`src/common/pwm_pkg.sv`:
```
// Shared constants for the ten-channel pulse-width modulator.
// Assumes a single core clock and a plain strobe register port.
package pwm_pkg;
   localparam int NUM_CH = 10;
   localparam int NUM_ALT = 8;
   localparam int DATA_W = 16;
   localparam int ADDR_W = 4;
   localparam int CNT_W = 12;
   localparam int SETUP_W = 9;
   // Register offsets on the plain port.
   localparam logic [3:0] CTRL_ADDR = 4'h0;
   localparam logic [3:0] DATA_ADDR = 4'h1;
   localparam logic [3:0] SYNC_ADDR = 4'h2;
   // Control/pointer field positions.
   localparam int PTR_LSB = 0;
   localparam int SEL_LSB = 4;
   localparam int EN_BIT = 6;
   localparam int UPD_BIT = 7;
   // Local register selector codes; bit 1 alone picks the delay.
   localparam logic [1:0] SEL_DUTY = 2'h0;
   localparam logic [1:0] SEL_SETUP = 2'h1;
   // Channel setup field positions.
   localparam int RES_LSB = 0;
   localparam int INV_BIT = 3;
   localparam int ALT_BIT = 4;
   localparam int CLK_LSB = 5;
   localparam int FOUR_SLOT_SPREAD_BIT = 7;
   localparam int THIRTY_TWO_SLOT_SPREAD_BIT = 8;
   // Clock source codes; code 3 also selects the external clock.
   localparam logic [1:0] CLK_CORE = 2'h0;
   localparam logic [1:0] CLK_PERIPH = 2'h1;
   // Resolution: code 0 is 7 bits, code 5 and above is 12 bits.
   localparam logic [3:0] RES_MIN = 4'h7;
   localparam logic [3:0] RES_MAX = 4'hC;
   localparam logic [2:0] RES_CODE_MAX = 3'h5;
   localparam logic [3:0] SHIFT_4 = 4'h2;
   localparam logic [3:0] SHIFT_32 = 4'h5;
   // Reset values.
   localparam logic [11:0] DUTY_RST = 12'h000;
   localparam logic [8:0] SETUP_RST = 9'h000;
   localparam logic [11:0] DELAY_RST = 12'h000;
   // Channel engine states, Gray coded along idle, delay, run.
   typedef enum logic [1:0] {
      ST_IDLE = 2'h0,
      ST_DELAY = 2'h1,
      ST_RUN = 2'h3
   } chan_state_t;
endpackage

```
`src/rtl/pwm_ctrl.sv`:
```
// Ten-channel pulse-width modulator with pointer-based local registers.
// Assumes all inputs are synchronous to REF_CLK_IN and strobes are one cycle.
`timescale 1ns/1ps
`default_nettype none

module pwm_ctrl #(
   parameter int NUM_CH = pwm_pkg::NUM_CH,
   parameter int NUM_ALT = pwm_pkg::NUM_ALT
) (
   input wire logic REF_CLK_IN,
   input wire logic RST_N_IN,
   input wire logic [pwm_pkg::ADDR_W-1:0] REG_ADDR_IN,
   input wire logic [pwm_pkg::DATA_W-1:0] REG_WDATA_IN,
   input wire logic REG_WR_IN,
   input wire logic REG_RD_IN,
   output logic [pwm_pkg::DATA_W-1:0] REG_RDATA_OUT,
   input wire logic PERIPH_TICK_IN,
   input wire logic EXT_CLK_IN,
   output logic [NUM_CH-1:0] PWM_OUT,
   output logic [NUM_ALT-1:0] PWM_ALT_OUT
);

   // Frame mask from the resolution code; larger codes clamp to twelve bits.
   function automatic logic [11:0] res_mask(input logic [2:0] code);
      case (code)
         3'h0: res_mask = 12'h07F;
         3'h1: res_mask = 12'h0FF;
         3'h2: res_mask = 12'h1FF;
         3'h3: res_mask = 12'h3FF;
         3'h4: res_mask = 12'h7FF;
         default: res_mask = 12'hFFF;
      endcase
   endfunction

   // Slot shift: 0 plain, 2 for four slots, 5 for thirty-two slots.
   function automatic logic [3:0] slot_shift(input logic [8:0] setup);
      logic big;
      logic four_slot_spread_bit;
      logic thirty_two_slot_spread_bit;
      big = (setup[pwm_pkg::RES_LSB +: 3] >= pwm_pkg::RES_CODE_MAX);
      four_slot_spread_bit = setup[pwm_pkg::FOUR_SLOT_SPREAD_BIT];
      thirty_two_slot_spread_bit = setup[pwm_pkg::THIRTY_TWO_SLOT_SPREAD_BIT];
      // Below twelve bits the wide option falls back to four slots.
      if (four_slot_spread_bit && thirty_two_slot_spread_bit && big) begin
         slot_shift = pwm_pkg::SHIFT_32;
      end else if (four_slot_spread_bit) begin
         slot_shift = pwm_pkg::SHIFT_4;
      end else begin
         slot_shift = 4'h0;
      end
   endfunction

   // High test for one count; the remainder goes to the first slots.
   function automatic logic wave_high(input logic [11:0] cnt, input logic [11:0] duty,
                                      input logic [3:0] res, input logic [3:0] sh);
      logic [11:0] pmask;
      logic [11:0] smask;
      logic [11:0] slot;
      logic [11:0] lim;
      pmask = (12'h001 << (res - sh)) - 12'h001;
      smask = (12'h001 << sh) - 12'h001;
      slot = cnt >> (res - sh);
      lim = (duty >> sh) + {11'h000, (slot < (duty & smask))};
      if (sh == 4'h0) begin
         wave_high = (cnt < duty);
      end else begin
         wave_high = ((cnt & pmask) < lim);
      end
   endfunction

   logic [3:0] ptr;
   logic [1:0] sel;
   logic [NUM_CH-1:0] sync;
   logic [pwm_pkg::DATA_W-1:0] rdata;
   logic ext_prev;
   logic [3:0] next_ptr;
   logic [1:0] next_sel;
   logic [NUM_CH-1:0] next_sync;
   logic [pwm_pkg::DATA_W-1:0] next_rdata;
   logic ctl_wr;
   logic data_wr;
   logic data_rd;
   logic ext_tick;
   logic [11:0] duty_a [NUM_CH];
   logic [8:0] setup_a [NUM_CH];
   logic [11:0] delay_a [NUM_CH];
   logic [NUM_CH-1:0] en_a;

   assign ctl_wr = REG_WR_IN && (REG_ADDR_IN == pwm_pkg::CTRL_ADDR);
   assign data_wr = REG_WR_IN && (REG_ADDR_IN == pwm_pkg::DATA_ADDR);
   assign data_rd = REG_RD_IN && (REG_ADDR_IN == pwm_pkg::DATA_ADDR);
   // The external clock is taken as synchronous, so one flop finds its rising edge.
   assign ext_tick = EXT_CLK_IN && !ext_prev;
   assign REG_RDATA_OUT = rdata;

   // Pointer, sync and read data; pointers 10 to 15 reach nothing and read zero.
   always_comb begin
      next_ptr = ptr;
      next_sel = sel;
      next_sync = '0;
      next_rdata = '0;
      if (ctl_wr) begin
         next_ptr = REG_WDATA_IN[pwm_pkg::PTR_LSB +: 4];
         next_sel = REG_WDATA_IN[pwm_pkg::SEL_LSB +: 2];
      end else if (REG_WR_IN && (REG_ADDR_IN == pwm_pkg::SYNC_ADDR)) begin
         next_sync = REG_WDATA_IN[NUM_CH-1:0];
      end else if (data_wr || data_rd) begin
         next_ptr = ptr + 4'h1;
      end
      if (REG_RD_IN) begin
         if (REG_ADDR_IN == pwm_pkg::CTRL_ADDR) begin
            next_rdata[pwm_pkg::PTR_LSB +: 4] = ptr;
            next_rdata[pwm_pkg::SEL_LSB +: 2] = sel;
            if (ptr < NUM_CH) begin
               next_rdata[pwm_pkg::EN_BIT] = en_a[ptr];
            end
         end else if (REG_ADDR_IN == pwm_pkg::DATA_ADDR) begin
            if (ptr < NUM_CH) begin
               if (sel[1]) begin
                  next_rdata[11:0] = delay_a[ptr];
               end else if (sel == pwm_pkg::SEL_SETUP) begin
                  next_rdata[8:0] = setup_a[ptr];
               end else begin
                  next_rdata[11:0] = duty_a[ptr];
               end
            end
         end else if (REG_ADDR_IN == pwm_pkg::SYNC_ADDR) begin
            next_rdata[NUM_CH-1:0] = sync;
         end
      end
   end

   always_ff @(posedge REF_CLK_IN or negedge RST_N_IN) begin
      if (!RST_N_IN) begin
         ptr <= 4'h0;
         sel <= 2'h0;
         sync <= '0;
         rdata <= '0;
         ext_prev <= 1'b0;
      end else begin
         ptr <= next_ptr;
         sel <= next_sel;
         sync <= next_sync;
         rdata <= next_rdata;
         ext_prev <= EXT_CLK_IN;
      end
   end

   // One local register set and one counting engine per channel.
   for (genvar i = 0; i < NUM_CH; i++) begin : g_ch
      logic [11:0] duty;
      logic [8:0] setup;
      logic [11:0] delay;
      logic [11:0] act;
      logic en;
      logic en_d;
      pwm_pkg::chan_state_t st;
      logic [11:0] cnt;
      logic [11:0] dly;
      logic pin;
      logic altp;
      logic [11:0] next_duty;
      logic [8:0] next_setup;
      logic [11:0] next_delay;
      logic [11:0] next_act;
      logic next_en;
      pwm_pkg::chan_state_t next_st;
      logic [11:0] next_cnt;
      logic [11:0] next_dly;
      logic next_pin;
      logic next_altp;
      logic [11:0] mask;
      logic [3:0] sh;
      logic [3:0] res;
      logic tick;
      logic wave;
      logic out;
      logic use_alt;

      assign duty_a[i] = duty;
      assign setup_a[i] = setup;
      assign delay_a[i] = delay;
      assign en_a[i] = en;

      always_comb begin
         next_duty = duty;
         next_setup = setup;
         next_delay = delay;
         next_act = act;
         next_en = en;
         next_st = st;
         next_cnt = cnt;
         next_dly = dly;
         mask = res_mask(setup[pwm_pkg::RES_LSB +: 3]);
         sh = slot_shift(setup);
         res = pwm_pkg::RES_MIN + {1'b0, setup[pwm_pkg::RES_LSB +: 3]};
         if (setup[pwm_pkg::RES_LSB +: 3] > pwm_pkg::RES_CODE_MAX) begin
            res = pwm_pkg::RES_MAX;
         end
         // Clock source picks the counting enable.
         case (setup[pwm_pkg::CLK_LSB +: 2])
            pwm_pkg::CLK_CORE: tick = 1'b1;
            pwm_pkg::CLK_PERIPH: tick = PERIPH_TICK_IN;
            default: tick = ext_tick;
         endcase
         // Data window write lands in the pointed channel only.
         if (data_wr && (ptr == i)) begin
            if (sel[1]) begin
               next_delay = REG_WDATA_IN[11:0];
            end else if (sel == pwm_pkg::SEL_SETUP) begin
               next_setup = REG_WDATA_IN[8:0];
            end else begin
               next_duty = REG_WDATA_IN[11:0];
            end
         end
         // The running duty changes only on an explicit update, never mid-write.
         if (ctl_wr && (REG_WDATA_IN[pwm_pkg::PTR_LSB +: 4] == i)) begin
            next_en = REG_WDATA_IN[pwm_pkg::EN_BIT];
            if (REG_WDATA_IN[pwm_pkg::UPD_BIT]) begin
               next_act = duty;
            end
         end
         // Restart on enable or sync; phase alignment assumes matching setups.
         if (!en) begin
            next_st = pwm_pkg::ST_IDLE;
            next_cnt = 12'h000;
            next_dly = 12'h000;
         end else if (sync[i] || !en_d) begin
            next_st = pwm_pkg::ST_DELAY;
            next_cnt = 12'h000;
            next_dly = (delay & mask) >> sh;
         end else if (tick) begin
            case (st)
               pwm_pkg::ST_DELAY: begin
                  if (dly == 12'h000) begin
                     next_st = pwm_pkg::ST_RUN;
                  end else begin
                     next_dly = dly - 12'h001;
                  end
               end
               pwm_pkg::ST_RUN: begin
                  next_cnt = (cnt == mask) ? 12'h000 : cnt + 12'h001;
               end
               default: next_st = pwm_pkg::ST_DELAY;
            endcase
         end
         wave = (st == pwm_pkg::ST_RUN) && wave_high(cnt, act & mask, res, sh);
         out = wave ^ setup[pwm_pkg::INV_BIT];
         use_alt = (i < NUM_ALT) && setup[pwm_pkg::ALT_BIT];
         next_pin = use_alt ? 1'b0 : out;
         next_altp = use_alt ? out : 1'b0;
      end

      always_ff @(posedge REF_CLK_IN or negedge RST_N_IN) begin
         if (!RST_N_IN) begin
            duty <= pwm_pkg::DUTY_RST;
            setup <= pwm_pkg::SETUP_RST;
            delay <= pwm_pkg::DELAY_RST;
            act <= pwm_pkg::DUTY_RST;
            en <= 1'b0;
            en_d <= 1'b0;
            st <= pwm_pkg::ST_IDLE;
            cnt <= 12'h000;
            dly <= 12'h000;
            pin <= 1'b0;
            altp <= 1'b0;
         end else begin
            duty <= next_duty;
            setup <= next_setup;
            delay <= next_delay;
            act <= next_act;
            en <= next_en;
            en_d <= en;
            st <= next_st;
            cnt <= next_cnt;
            dly <= next_dly;
            pin <= next_pin;
            altp <= next_altp;
         end
      end

      assign PWM_OUT[i] = pin;
      if (i < NUM_ALT) begin : g_alt
         assign PWM_ALT_OUT[i] = altp;
      end
   end

endmodule

`default_nettype wire
```
`config.mk`:
```
export PLATFORM = sky130hd
export DESIGN_NAME = pwm_ctrl
export DESIGN_NICKNAME = d
export VERILOG_FILES = /design/src/common/pwm_pkg.sv /design/src/rtl/pwm_ctrl.sv
export SDC_FILE = /design/constraint.sdc
export NUM_CORES = 2
export LEC_CHECK = 0
export BUFFER_PORTS_ARGS = -buffer_cell sky130_fd_sc_hd__clkbuf_2
export CAP_MARGIN = 20
export CORE_MARGIN = 2
export CORE_UTILIZATION = 40
export CTS_BUF_LIST = sky130_fd_sc_hd__clkbuf_16
export CTS_CLUSTER_SIZE = 20
export DETAILED_ROUTE_END_ITERATION = 10
export PLACE_DENSITY = 0.56
export SYNTH_ARGS = -nofsm -noshare
export SYNTH_HDL_FRONTEND = slang
export SYNTH_SLANG_ARGS = --single-unit
```
`constraint.sdc`:
```
create_clock -name REF_CLK_IN -period 14.1 [get_ports REF_CLK_IN]
set_input_delay 1.41 -clock REF_CLK_IN [delete_from_list [all_inputs] [get_ports REF_CLK_IN]]
set_output_delay 1.41 -clock REF_CLK_IN [all_outputs]
set_load 0.03 [all_outputs]
```
==> results.toml <==
[status]
status = "complete, no violations"

[detailed_routing]
drtIter0Drc = 4309
dr.pass1.iters = 6
viasPerCell = 5.95
antenna_left = 0
drc = 0
post_drt_wl_per_cell_um = 22.7
wl_um = 201000
vias = 52800

[floorplanning]
rows = 143
initial_core_util_pct = 40.2
die_y_um = 395
die_width_um = 395
ioPinCount = 60
die-area_mm2 = 0.156
core-area_mm2 = 0.152

[placement]
io_buffers = 51
dpl-instance-area_mm2 = 0.0631
dp_cells = 8709
dpl.hpwl_um = 149000
place.gp.congestion = 0.999
preCtsSetupSlack_ns = 4.36

[clock_network]
clk_latency_ns = 0.71
cts_tree = "yes"
path_clk_slew_ns = 0.06
htreeDepth = 3
ctsResizeCount = 0
cts_buffer_depth = 3
post_cts_buffers = 0
cts_root_buf = "clkbuf_16"
numCtsBuffers = 93
clock-sinks = 777
hold_buffers = 0

[yosys]
synth-main-ff-cell = "dfrtp_1"
syn_area_mm2 = 0.0611
syn_avg_cell_area_um2 = 8.86
seq_area_frac_synth_pct = 31.8
ys_seq_elements = 777
yosys.cell_types.count = 109
synth-edff-count = 0
synthesis.instances = 6897
yosysWarnings = 0
async_flop_share_pct = 100

[worst_setup_path]
arrival_ns = 10.45
end_kind = "register"
cp.required_ns = 14.70
cpPeakStageDelay_ns = 1.15
cp_max_fo = 24
cp_slowest_cell = "fa_1"
crit_path_start_kind = "register"
crit_top_cell = "ha_1"
worst-setup-path-type = "reg2reg"

[sta]
fin_ws_ns = 4.25
rsz0062_at_grt = "false"
fmax_ghz = 0.101
final-setup-viol-count = 0
slew_viol_final = 0
tns_ns = 0
max_slew_margin_pct = 24.5
period_minus_slack_ns = 9.85
finalClockSkew_ns = 0.0308
hold_viol = 0
max_slew.worst_pin.slew_ns = 1.13
min_period_over_period_pct = 69.9

[final_layout]
nNetsFinal = 7274
layout-drive-gt1-share_pct = 13.2
fillers = 14900
mostFrequentLayoutCells = "dfrtp_1 (775), nand2_1 (749), nor2_1 (512)"
layout_commonest_cell = "dfrtp_1"
area_delta_synth_final_pct = 8.24
final_area_mm2 = 0.0662
final-instance-count-excl-fill = 8879

[job]
maxCapViolCount = 0

[global_route]
grt.total_usage_pct = 25.3
antenna_found_initial = 16
grt_max_degree = 162
overflow = 0
grt_pass1_wl_um = 310000
grt_pass1_vias = 50300

[power_and_ir_drop]
p_per_area_mw_per_mm2 = 96.8
p_leak_nw = 29.5
ir_drop_uv = 107

[hold_path]
hold_path_class = "reg2reg"
-- cell type report --
type	count	area, um2	share of cell area [%]
diodes	2	5.00	0.00756
clock buffers	95	2380	3.59
clock inverters	73	663	1.00
inverters	250	938	1.42
multi-input cells	5517	39300	59.4
flip-flops and latches	777	19500	29.4
well taps	2030	2540	3.84
repair buffers	135	908	1.37
-- worst paths after layout --
| kind | from | to | slack [ns] | cells after the start |
|---|---|---|---|---|
| hold / removal | g_ch[5].setup[4] | g_ch[5].pin | 0.49 | 1 |
| setup reg to reg | g_ch[5].setup[1] | g_ch[5].altp | 4.25 | 33 |
| min in group asynchronous | RST_N_IN | g_ch[0].altp | 0.68 | 1 |
| max in group asynchronous | RST_N_IN | g_ch[9].cnt[3] | 10.42 | 4 |
| hold reg to reg | g_ch[5].setup[4] | g_ch[5].pin | 0.49 | 1 |
| setup / recovery | g_ch[5].setup[1] | g_ch[5].altp | 4.25 | 33 |
-- routing by layer --
layer	share of wire (%)	vias to the layer above	GRT usage, %
li1	-	24900	-
met1	46	26100	36.0
met4	3.7	16	9.15
met3	6.4	322	4.47
met5	0.082	-	0.400
met2	44	1555	38.3
-- logic make-up (layout without fill, tap and decap cells) --
family / after synthesis / count (layout) / share of synthesized area [%]
adders and majority gates: 474 / 474 / 9.82
DFF: 777 / 777 / 31.8
buffers and inverters: 675 / 553 / 4.42
AOI/OAI and AO/OA: 1694 / 1694 / 17.8
xor gates and xnor gates: 231 / 231 / 3.31
and+or+nand+nor: 2317 / 2317 / 18.3
other: 2 / 76 / 0.0123
muxes: 727 / 727 / 14.6
-- synth_stat cells, types with 74 or more instances --
cell      count  area (um2)
o211ai_1     92         691
dfrtp_1     777       19400
inv_1       240         901
mux2_2      453        5100
nor3_1      166         831
a21oi_1     375        1880
and2_1       76         475
mux2i_1     187        1870
o21ai_0     509        2550
xor2_1      107         937
ha_1        464        5810
nor2_1      512        1920
nand3_1     199         996
mux4_2       87        1960
xnor2_1     124        1090
a211oi_1     74         556
nand2_1     749        2810
nor2b_1     152         951
clkbuf_1    304        1140
-- worst max-delay path, delay by kind of cell, from the launching register on --
kind | cells | cell delay [ns]
buf+inv | 2 | 0.67
fa+ha+maj | 6 | 2.60
flops | 1 | 0.53
xor+xnor | 1 | 0.22
mux | 2 | 0.63
simple gates | 10 | 2.56
compound gates | 12 | 2.51
-- per-stage QoR --
stage	utilization, %	hold WS [ns]	total power, mW
2_1_floorplan	-	0.365	3.50
3_3_place_gp	41.6	0.464	3.93
3_5_place_dp	41.6	0.466	3.96
4_1_cts	43.6	0.484	6.43
5_1_grt	43.6	0.510	6.69
6_report	43.6	0.489	6.41
-- state kept, by name, summed over array words and instances (netlist names), 12 cells and up --
signal,flops
g_ch.act,120
g_ch.st,20
REG_RDATA_OUT,12
g_ch.setup,90
g_ch.dly,120
g_ch.duty,120
g_ch.delay,120
g_ch.cnt,120
-- power breakdown --
group          switching [mW]  internal [mW]
clock                    1.05           1.41
sequential              0.244           2.34
combinational           0.829          0.529
total                    2.12           4.28
Note: power is estimated with default switching activity, not from simulation.
